===== config.mk =====
export PLATFORM = sky130hd
export DESIGN_NAME = cfr_regs
export DESIGN_NICKNAME = d
export VERILOG_FILES = /design/src/rtl/cfr_pkg.sv /design/src/rtl/cfr_regs.sv
export SDC_FILE = /design/constraint.sdc
export NUM_CORES = 1
export LEC_CHECK = 0
export CORE_MARGIN = 2
export CORE_UTILIZATION = 55
export DETAILED_ROUTE_END_ITERATION = 10
export DONT_BUFFER_PORTS = 1
export GPL_TIMING_DRIVEN = 1
export PLACE_DENSITY_LB_ADDON = 0.12
export SLEW_MARGIN = 20
export SYNTH_ARGS = -nofsm -noshare
export SYNTH_HDL_FRONTEND = slang
export SYNTH_SLANG_ARGS = --single-unit

===== constraint.sdc =====
create_clock -name core_clk_i -period 1.4 [get_ports core_clk_i]
set_input_delay 0.21 -clock core_clk_i [delete_from_list [all_inputs] [get_ports core_clk_i]]
set_output_delay 0.21 -clock core_clk_i [all_outputs]
set_load 0.05 [all_outputs]

===== src/rtl/cfr_pkg.sv =====
// Constants and carrier types for the channel function and ADC setup bank.
// Assumes a 16-bit word register port driven by the serial front end.
package cfr_pkg;

  // ----------------------------------------------------------------------
  // Register map
  // ----------------------------------------------------------------------
  localparam logic [6:0] ADDR_NO_OPERATION = 7'h00;
  localparam logic [6:0] ADDR_CHANNEL_FUNCTION_SELECT = 7'h01;
  localparam logic [6:0] ADDR_ADC_CONFIGURATION = 7'h02;
  localparam logic [15:0] RST_NO_OPERATION = 16'h0000;
  localparam logic [15:0] RST_CHANNEL_FUNCTION_SELECT = 16'h0000;
  localparam logic [15:0] RST_ADC_CONFIGURATION = 16'h2400;
  localparam logic [15:0] NOP_COMMAND = 16'h0000;

  // ----------------------------------------------------------------------
  // Field positions
  // ----------------------------------------------------------------------
  localparam int FUNC_LSB = 0;
  localparam int SECOND_CONVERSION_RATE_LSB = 13;
  localparam int FIRST_CONVERSION_RATE_LSB = 10;
  localparam int SECOND_CONVERSION_RANGE_LSB = 7;
  localparam int FIRST_CONVERSION_RANGE_LSB = 4;
  localparam int CONV2_SEL_LSB = 2;
  localparam int CONV1_SEL_LSB = 0;
  localparam logic [15:0] FUNC_MASK = 16'h000F;

  // ----------------------------------------------------------------------
  // Encodings
  // ----------------------------------------------------------------------
  typedef enum logic [3:0] {
    CFR_FN_HIGH_Z = 4'h0,
    CFR_FN_VOLT_OUT = 4'h1,
    CFR_FN_CURR_OUT = 4'h2,
    CFR_FN_VOLT_IN = 4'h3,
    CFR_FN_CURR_IN_EXT = 4'h4,
    CFR_FN_CURR_IN_LOOP = 4'h5,
    CFR_FN_RES_2W = 4'h6,
    CFR_FN_RES_34W = 4'h7,
    CFR_FN_DIN_LOGIC = 4'h8,
    CFR_FN_DIN_LOOP = 4'h9
  } cfr_func_t;

  typedef enum logic [2:0] {
    CFR_RATE_10SPS = 3'h0,
    CFR_RATE_20SPS = 3'h1,
    CFR_RATE_1K2 = 3'h2,
    CFR_RATE_4K8 = 3'h3,
    CFR_RATE_9K6 = 3'h4
  } cfr_rate_t;

  typedef enum logic [2:0] {
    CFR_RNG_0_12V = 3'h0,
    CFR_RNG_PM12V = 3'h1,
    CFR_RNG_PM2V5 = 3'h2,
    CFR_RNG_NEG2V5 = 3'h3,
    CFR_RNG_0_2V5 = 3'h4,
    CFR_RNG_0_625MV = 3'h5,
    CFR_RNG_PM104MV = 3'h6
  } cfr_range_t;

  // Values loaded into conversion 1 when high-Z or an unlisted code is programmed
  localparam logic [2:0] HZ_FIRST_CONVERSION_RANGE = 3'h0;
  localparam logic [1:0] HZ_CONV1_SEL = 2'h0;

  // ----------------------------------------------------------------------
  // Carriers
  // ----------------------------------------------------------------------
  typedef struct packed {
    logic wr;
    logic rd;
    logic [6:0] addr;
    logic [15:0] wdata;
  } cfr_req_t;

  typedef struct packed {
    cfr_rate_t second_conversion_rate;
    cfr_rate_t first_conversion_rate;
    cfr_range_t second_conversion_range;
    cfr_range_t first_conversion_range;
    logic [1:0] second_conversion_input_select;
    logic [1:0] first_conversion_input_select;
  } cfr_adc_cfg_t;

  // Pulse toward the other config banks when the function is written
  typedef struct packed {
    logic update;
    cfr_func_t function_code;
  } cfr_side_t;

endpackage


===== src/rtl/cfr_regs.sv =====
// Channel function select and ADC configuration register bank.
// Assumes the serial front end presents one decoded word access per cycle.
//
// What this block does
// RULE_01: Write zero to address zero does nothing
// RULE_02: Function code bits 3:0, resets high-Z
// RULE_03: Codes 1-3 voltage/current out, voltage in
// RULE_04: Codes 4,5 current input ext/loop powered
// RULE_05: Codes 6,7 two-wire and multiwire resistance
// RULE_06: Codes 8,9 logic and loop digital input
// RULE_07: Unlisted function codes act as high-Z
// RULE_08: ADC stays usable in high-Z
// RULE_09: Host writes high-Z before new function
// RULE_10: Function write updates other config registers
// RULE_11: Function write rewrites conversion-1 range, input
// RULE_12: Host stops conversions before ADC config change
// RULE_13: Rates at bits 15:13 and 12:10
// RULE_14: Rate codes 0-4 map 10,20,1.2k,4.8k,9.6k
// RULE_15: Unlisted rate codes mean 20 SPS
// RULE_16: Ranges at bits 9:7 and 6:4
// RULE_17: Range codes 0-6 map listed spans
// RULE_18: Unlisted range codes mean 0-12 V
// RULE_19: Conversion-2 input select mapping bits 3:2
// RULE_20: Conversion-1 input select mapping bits 1:0
// RULE_21: Reserved bits read zero, writes ignored
`timescale 1ns/1ps

module cfr_regs (
  input wire logic core_clk_i,
  input wire logic rst_n_i,
  input wire cfr_pkg::cfr_req_t req_i,
  input wire logic adc_busy_i,
  output logic [15:0] rdata_o,
  output logic rvalid_o,
  output cfr_pkg::cfr_func_t active_function_o,
  output cfr_pkg::cfr_adc_cfg_t adc_cfg_o,
  output logic adc_enable_o,
  output cfr_pkg::cfr_side_t side_update_o,
  output logic sequence_error_o
);

  // ----------------------------------------------------------------------
  // Decode
  // ----------------------------------------------------------------------
  logic wr_func;
  logic wr_adc;
  logic [3:0] func_q;
  logic [15:0] adc_q;
  logic [3:0] wr_code;

  assign wr_func = req_i.wr
    && (req_i.addr == cfr_pkg::ADDR_CHANNEL_FUNCTION_SELECT);
  assign wr_adc = req_i.wr
    && (req_i.addr == cfr_pkg::ADDR_ADC_CONFIGURATION);
  assign wr_code = req_i.wdata[cfr_pkg::FUNC_LSB +: 4];

  // ----------------------------------------------------------------------
  // Function select
  // ----------------------------------------------------------------------
  always_ff @(posedge core_clk_i) begin
    if (!rst_n_i) begin
      func_q <= cfr_pkg::RST_CHANNEL_FUNCTION_SELECT[3:0]; // RULE_02
    end else if (wr_func) begin
      func_q <= wr_code; // RULE_21
    end
  end

  // Raw code is stored for readback; the decoded function falls back
  function automatic cfr_pkg::cfr_func_t decode_func(input logic [3:0] c);
    cfr_pkg::cfr_func_t f;
    f = cfr_pkg::CFR_FN_HIGH_Z;
    case (c)
      4'h1, 4'h2, 4'h3: f = cfr_pkg::cfr_func_t'(c); // RULE_03
      4'h4, 4'h5: f = cfr_pkg::cfr_func_t'(c); // RULE_04
      4'h6, 4'h7: f = cfr_pkg::cfr_func_t'(c); // RULE_05
      4'h8, 4'h9: f = cfr_pkg::cfr_func_t'(c); // RULE_06
      default: f = cfr_pkg::CFR_FN_HIGH_Z; // RULE_07
    endcase
    return f;
  endfunction

  function automatic cfr_pkg::cfr_rate_t decode_rate(input logic [2:0] c);
    cfr_pkg::cfr_rate_t r;
    r = cfr_pkg::CFR_RATE_20SPS;
    case (c)
      3'h0, 3'h1, 3'h2, 3'h3, 3'h4: r = cfr_pkg::cfr_rate_t'(c); // RULE_14
      default: r = cfr_pkg::CFR_RATE_20SPS; // RULE_15
    endcase
    return r;
  endfunction

  function automatic cfr_pkg::cfr_range_t decode_range(input logic [2:0] c);
    cfr_pkg::cfr_range_t r;
    r = cfr_pkg::CFR_RNG_0_12V;
    case (c)
      3'h7: r = cfr_pkg::CFR_RNG_0_12V; // RULE_18
      default: r = cfr_pkg::cfr_range_t'(c); // RULE_17
    endcase
    return r;
  endfunction

  // Conversion-1 input and range implied by each function
  function automatic logic [4:0] func_conv1(input cfr_pkg::cfr_func_t f);
    logic [4:0] v;
    v = {cfr_pkg::HZ_FIRST_CONVERSION_RANGE, cfr_pkg::HZ_CONV1_SEL};
    case (f)
      cfr_pkg::CFR_FN_VOLT_OUT: v = {3'h2, 2'h1};
      cfr_pkg::CFR_FN_CURR_OUT: v = {3'h0, 2'h0};
      cfr_pkg::CFR_FN_VOLT_IN: v = {3'h0, 2'h0};
      cfr_pkg::CFR_FN_CURR_IN_EXT: v = {3'h2, 2'h1};
      cfr_pkg::CFR_FN_CURR_IN_LOOP: v = {3'h2, 2'h1};
      cfr_pkg::CFR_FN_RES_2W: v = {3'h4, 2'h0};
      cfr_pkg::CFR_FN_RES_34W: v = {3'h4, 2'h3};
      cfr_pkg::CFR_FN_DIN_LOGIC: v = {3'h0, 2'h0};
      cfr_pkg::CFR_FN_DIN_LOOP: v = {3'h0, 2'h0};
      default: v = {cfr_pkg::HZ_FIRST_CONVERSION_RANGE, cfr_pkg::HZ_CONV1_SEL};
    endcase
    return v;
  endfunction

  // ----------------------------------------------------------------------
  // ADC configuration
  // ----------------------------------------------------------------------
  logic [4:0] conv1_new;
  assign conv1_new = func_conv1(decode_func(wr_code));

  // A function write wins over a same-cycle ADC write for conversion 1
  always_ff @(posedge core_clk_i) begin
    if (!rst_n_i) begin
      adc_q <= cfr_pkg::RST_ADC_CONFIGURATION;
    end else begin
      if (wr_adc) begin
        adc_q <= req_i.wdata; // RULE_13
      end
      if (wr_func) begin
        adc_q[cfr_pkg::FIRST_CONVERSION_RANGE_LSB +: 3] <= conv1_new[4:2]; // RULE_11
        adc_q[cfr_pkg::CONV1_SEL_LSB +: 2] <= conv1_new[1:0]; // RULE_11
      end
    end
  end

  // ----------------------------------------------------------------------
  // Outputs
  // ----------------------------------------------------------------------
  always_ff @(posedge core_clk_i) begin
    if (!rst_n_i) begin
      active_function_o <= cfr_pkg::CFR_FN_HIGH_Z;
      adc_cfg_o <= '0;
      adc_enable_o <= 1'b0;
    end else begin
      active_function_o <= decode_func(func_q);
      adc_cfg_o.second_conversion_rate <=
        decode_rate(adc_q[cfr_pkg::SECOND_CONVERSION_RATE_LSB +: 3]); // RULE_13
      adc_cfg_o.first_conversion_rate <=
        decode_rate(adc_q[cfr_pkg::FIRST_CONVERSION_RATE_LSB +: 3]); // RULE_13
      adc_cfg_o.second_conversion_range <=
        decode_range(adc_q[cfr_pkg::SECOND_CONVERSION_RANGE_LSB +: 3]); // RULE_16
      adc_cfg_o.first_conversion_range <=
        decode_range(adc_q[cfr_pkg::FIRST_CONVERSION_RANGE_LSB +: 3]); // RULE_16
      adc_cfg_o.second_conversion_input_select <=
        adc_q[cfr_pkg::CONV2_SEL_LSB +: 2]; // RULE_19
      adc_cfg_o.first_conversion_input_select <=
        adc_q[cfr_pkg::CONV1_SEL_LSB +: 2]; // RULE_20
      // The converter is never gated by the function, high-Z included
      adc_enable_o <= 1'b1; // RULE_08
    end
  end

  always_ff @(posedge core_clk_i) begin
    if (!rst_n_i) begin
      side_update_o <= '0;
    end else begin
      side_update_o.update <= wr_func; // RULE_10
      side_update_o.function_code <= decode_func(wr_code);
    end
  end

  // Flags host sequencing slips; sticky until reset, never blocks a write
  always_ff @(posedge core_clk_i) begin
    if (!rst_n_i) begin
      sequence_error_o <= 1'b0;
    end else if (wr_func && decode_func(wr_code) != cfr_pkg::CFR_FN_HIGH_Z
                 && decode_func(func_q) != cfr_pkg::CFR_FN_HIGH_Z) begin
      sequence_error_o <= 1'b1; // RULE_09
    end else if (wr_adc && adc_busy_i) begin
      sequence_error_o <= 1'b1; // RULE_12
    end
  end

  // ----------------------------------------------------------------------
  // Readback
  // ----------------------------------------------------------------------
  always_ff @(posedge core_clk_i) begin
    if (!rst_n_i) begin
      rdata_o <= 16'h0000;
      rvalid_o <= 1'b0;
    end else begin
      rvalid_o <= req_i.rd;
      case (req_i.addr)
        cfr_pkg::ADDR_NO_OPERATION: rdata_o <= cfr_pkg::RST_NO_OPERATION;
        cfr_pkg::ADDR_CHANNEL_FUNCTION_SELECT:
          rdata_o <= {12'h000, func_q}; // RULE_21
        cfr_pkg::ADDR_ADC_CONFIGURATION: rdata_o <= adc_q;
        default: rdata_o <= 16'h0000;
      endcase
    end
  end
endmodule // cfr_regs


==> Flow_metrics.wiki <==
{| class="wikitable"
! Metric !! Value
|-
| Run status || finished, final reports clean
|-
| Count of mapped cells out of synthesis || around 210
|-
| Number of non-filler instances in the completed layout || around 290
|-
| Root Buffer || sky130_fd_sc_hd__clkbuf_8
|-
| Horizontal die dimension || about 68 um
|-
| Setup TNS after final layout || 0 ns
|-
| Max Cap Violations || 0
|-
| Area fraction of the dominant cell type after synthesis || 0.566
|-
| Register area share after synthesis || 0.566
|-
| Wire length reported by the detailed router || roughly 4700 um
|-
| Endpoints failing setup || 0
|-
| Period utilisation layout || 0.842
|-
| Max-slew headroom || 0.563
|-
| Diodes inserted || 0
|-
| Via Count || approximately 1.6k
|-
| Initial Utilization || 0.570
|-
| Clock sink total || 64
|-
| Syn Std Cell Area || 2260 um2
|-
| Clock transition time at the flip-flop clock pins of the worst setup and hold paths || about 0.070 ns
|-
| Count of state elements after synthesis || 64
|-
| Final hold violation count || 0
|-
| Total placed cells including tap cells || between 200 and 300
|-
| Commonest cells after routing, fill and taps aside || 64 x sky130_fd_sc_hd__dfxtp_1, 19 x sky130_fd_sc_hd__and2_1, 18 x sky130_fd_sc_hd__nand2_1, 18 x sky130_fd_sc_hd__nor2b_1, 15 x sky130_fd_sc_hd__mux2i_1
|-
| Final-stage net count || between 200 and 300
|-
| Count of cells resized by post-cts repair || 0
|-
| Starting DRC count in detailed routing || 95
|-
| Mapped Nets || around 240
|-
| Kind of end point of the critical path || output port
|-
| Final Max Slew Viols || 0
|-
| CTS H-tree lvls || 3
|-
| Post-route total power || 0.00351 W
|-
| Setup Skew || ~0.0057 ns
|-
| Arrival time at the worst endpoint || just under 1 ns
|-
| Number of buffers created by CTS || 9
|-
| Die area || ~4600 um2
|-
| Hold buffer count at cts || 9
|-
| Number of warnings issued by yosys || 0
|-
| Clock latency of the later-clocked register in the worst-skew pair || 0.33 ns
|-
| Type of element launching the critical path || flop
|-
| # Post-CTS Setup Buffers || 0
|-
| Most common cell after layout, fill and taps aside || sky130_fd_sc_hd__dfxtp_1
|-
| Core region area || roughly 4000 um2
|-
| Maximum number of pins on one net before global-route repair || 30
|-
| Detailed-route vias per instance || 5.44
|-
| Setup WS pre-CTS || -0.00902 ns
|-
| DPL Wire Length || between 3000 and 4000 um
|-
| Worst min-delay path class || in -> reg
|-
| Final critical-path setup slack || ~0.22 ns
|-
| Minimum clock period || 1.18 ns
|-
| Fraction of final layout cells with drive strength greater than 1 || 0.135
|-
| Top area cells in the synthesized netlist || sky130_fd_sc_hd__dfxtp_1 57%, sky130_fd_sc_hd__mux2i_1 6.6%, sky130_fd_sc_hd__and2_1 5.3%
|-
| Final RePlAce weighted congestion || between 0.8 and 0.9
|-
| Average cell area after synthesis || about 11 um2
|-
| Number of global-route vias before repair || approximately 1.5k
|-
| Leftover overflow at the end of global routing || 0
|-
| Site Rows || 23
|-
| Filler cells || about 340
|-
| Critical path start-end classification || reg -> out
|-
| TritonCTS clock tree || yes
|-
| Remaining routing DRC violations || 0
|-
| VDD IR max || 0.751 mV
|-
| Average wire length per cell after detail routing || 16.3 um
|-
| Worst EP required || ~1.2 ns
|-
| I/O pins || 72
|-
| Antenna violations before repair || 0
|-
| Area growth from synthesis to layout || 16.8%
|-
| Global-route total usage across every layer || 0.221
|-
| Cell area power density || 1330 nW/um2
|-
| First-pass iteration count of the detailed router || 4
|-
| Standby leakage power || 1.16 nW
|-
| Slew @ Worst Pin || 0.654 ns
|-
| Maximum achievable frequency || 848 MHz
|-
| Setup repair after global routing missed its margin || false
|-
| Distinct cell type count after synthesis || 41
|-
| Max Fanout on Critical Path || 1
|-
| Die height || about 68 um
|-
| Quantity of I/O buffers inserted on ports || 0
|-
| Cell type with the highest aggregate area in the netlist || sky130_fd_sc_hd__dfxtp_1
|-
| Global-route wire length before repair || about 7300 um
|-
| Hold slack || approximately 0.015 ns
|-
| Antenna Violating Nets Remaining || 0
|-
| Longest Clk Path Bufs || 2
|}
flip-flops by register name, indices dropped and copies added (netlist names):
signal and count:
adc_q 16, func_q 4, sequence_error_o 1, adc_enable_o 1, rvalid_o 1, active_function_o 4
side_update_o 5, adc_cfg_o 16, rdata_o 16
worst register-to-register path, cell delays in order, from the launching register on:
cell and delay [ns]:
sky130_fd_sc_hd__dfxtp_1 0.37, sky130_fd_sc_hd__or4_1 0.48, sky130_fd_sc_hd__nand4_1 0.11, sky130_fd_sc_hd__o31ai_1 0.07
Yosys cell counts, drive strengths merged:
library cell   n
o22ai          2
o221a          1
nor3           4
or2            1
a41o           1
o21a           1
nor3b          1
a21oi         11
a211oi         1
maj3           1
and3b          3
a2111oi        1
inv            4
o31ai          3
nor4bb         1
and2          19
a31oi          2
o21ai          4
nor4           1
nand4          3
nor2           6
nand2         18
nor4b          2
nand2b         3
buf            3
a22o           4
nand3          1
clkbuf         8
nor2b         18
mux2i         15
dfxtp         64
and3           4
a21o           1
or4            1
o221ai         1
routing by layer:
| metal | part of all wire | routed length (um) | track usage |
|---|---|---|---|
| met5 | 0 | 0 | 0 |
| met4 | 0.021 | 97 | 0.115 |
| met3 | 0.071 | 334 | 0.0938 |
| met2 | 0.49 | 2280 | 0.342 |
| met1 | 0.42 | 1960 | 0.261 |
where the power goes:
group / total, W / internal [W] / leakage (nW) / switching, W
Sequential: 0.00188 / 0.00183 / 0.517 / 0.0000479
Clock: 0.00153 / 0.000867 / 0.0993 / 0.000666
Combinational: 0.0000971 / 0.0000522 / 0.542 / 0.0000449
Total: 0.00351 / 0.00275 / 1.16 / 0.000759
metrics by stage:
stage | utilization | cell area, um2
floorplan | - | 2260
finish | 0.665 | 2640
global placement | 0.593 | 2350
detailed placement | 0.593 | 2350
CTS | 0.665 | 2640
global route | 0.665 | 2640
layout make-up:
cell class	count	area, um2	share of cell area
tap	50	62.6	0.0237
sequential	64	1280	0.485
multi-input combinational	135	916	0.347
clock inverter	5	56.3	0.0213
inverter	4	15.0	0.00568
timing repair buffer	18	170	0.0644
clock buffer	11	141	0.0535
worst paths after layout:
check | startpoint | endpoint | slack (ns) | cells after the start
worst max register to register | func_q[1] | sequence_error_o | 0.26 | 3
worst max-delay path | rdata_o[1] | rdata_o[1] | 0.22 | 0
worst min-delay path | rst_n_i | adc_q[12] | 0.02 | 1
worst min register to register | adc_q[15] | adc_cfg_o[14] | 0.47 | 1
logic make-up (layout without fill, tap and decap cells):
kind of cell               count (synthesis)  after routing  share of synthesized area
buffers and inverters                     15             38                     0.0288
and+or+nand+nor                           86             86                      0.235
AOI/OAI and AO/OA                         33             33                     0.0996
DFF                                       64             64                      0.566
muxes                                     15             15                     0.0664
adders and majority gates                  1              1                    0.00442
(Power assumes the default switching activity.)
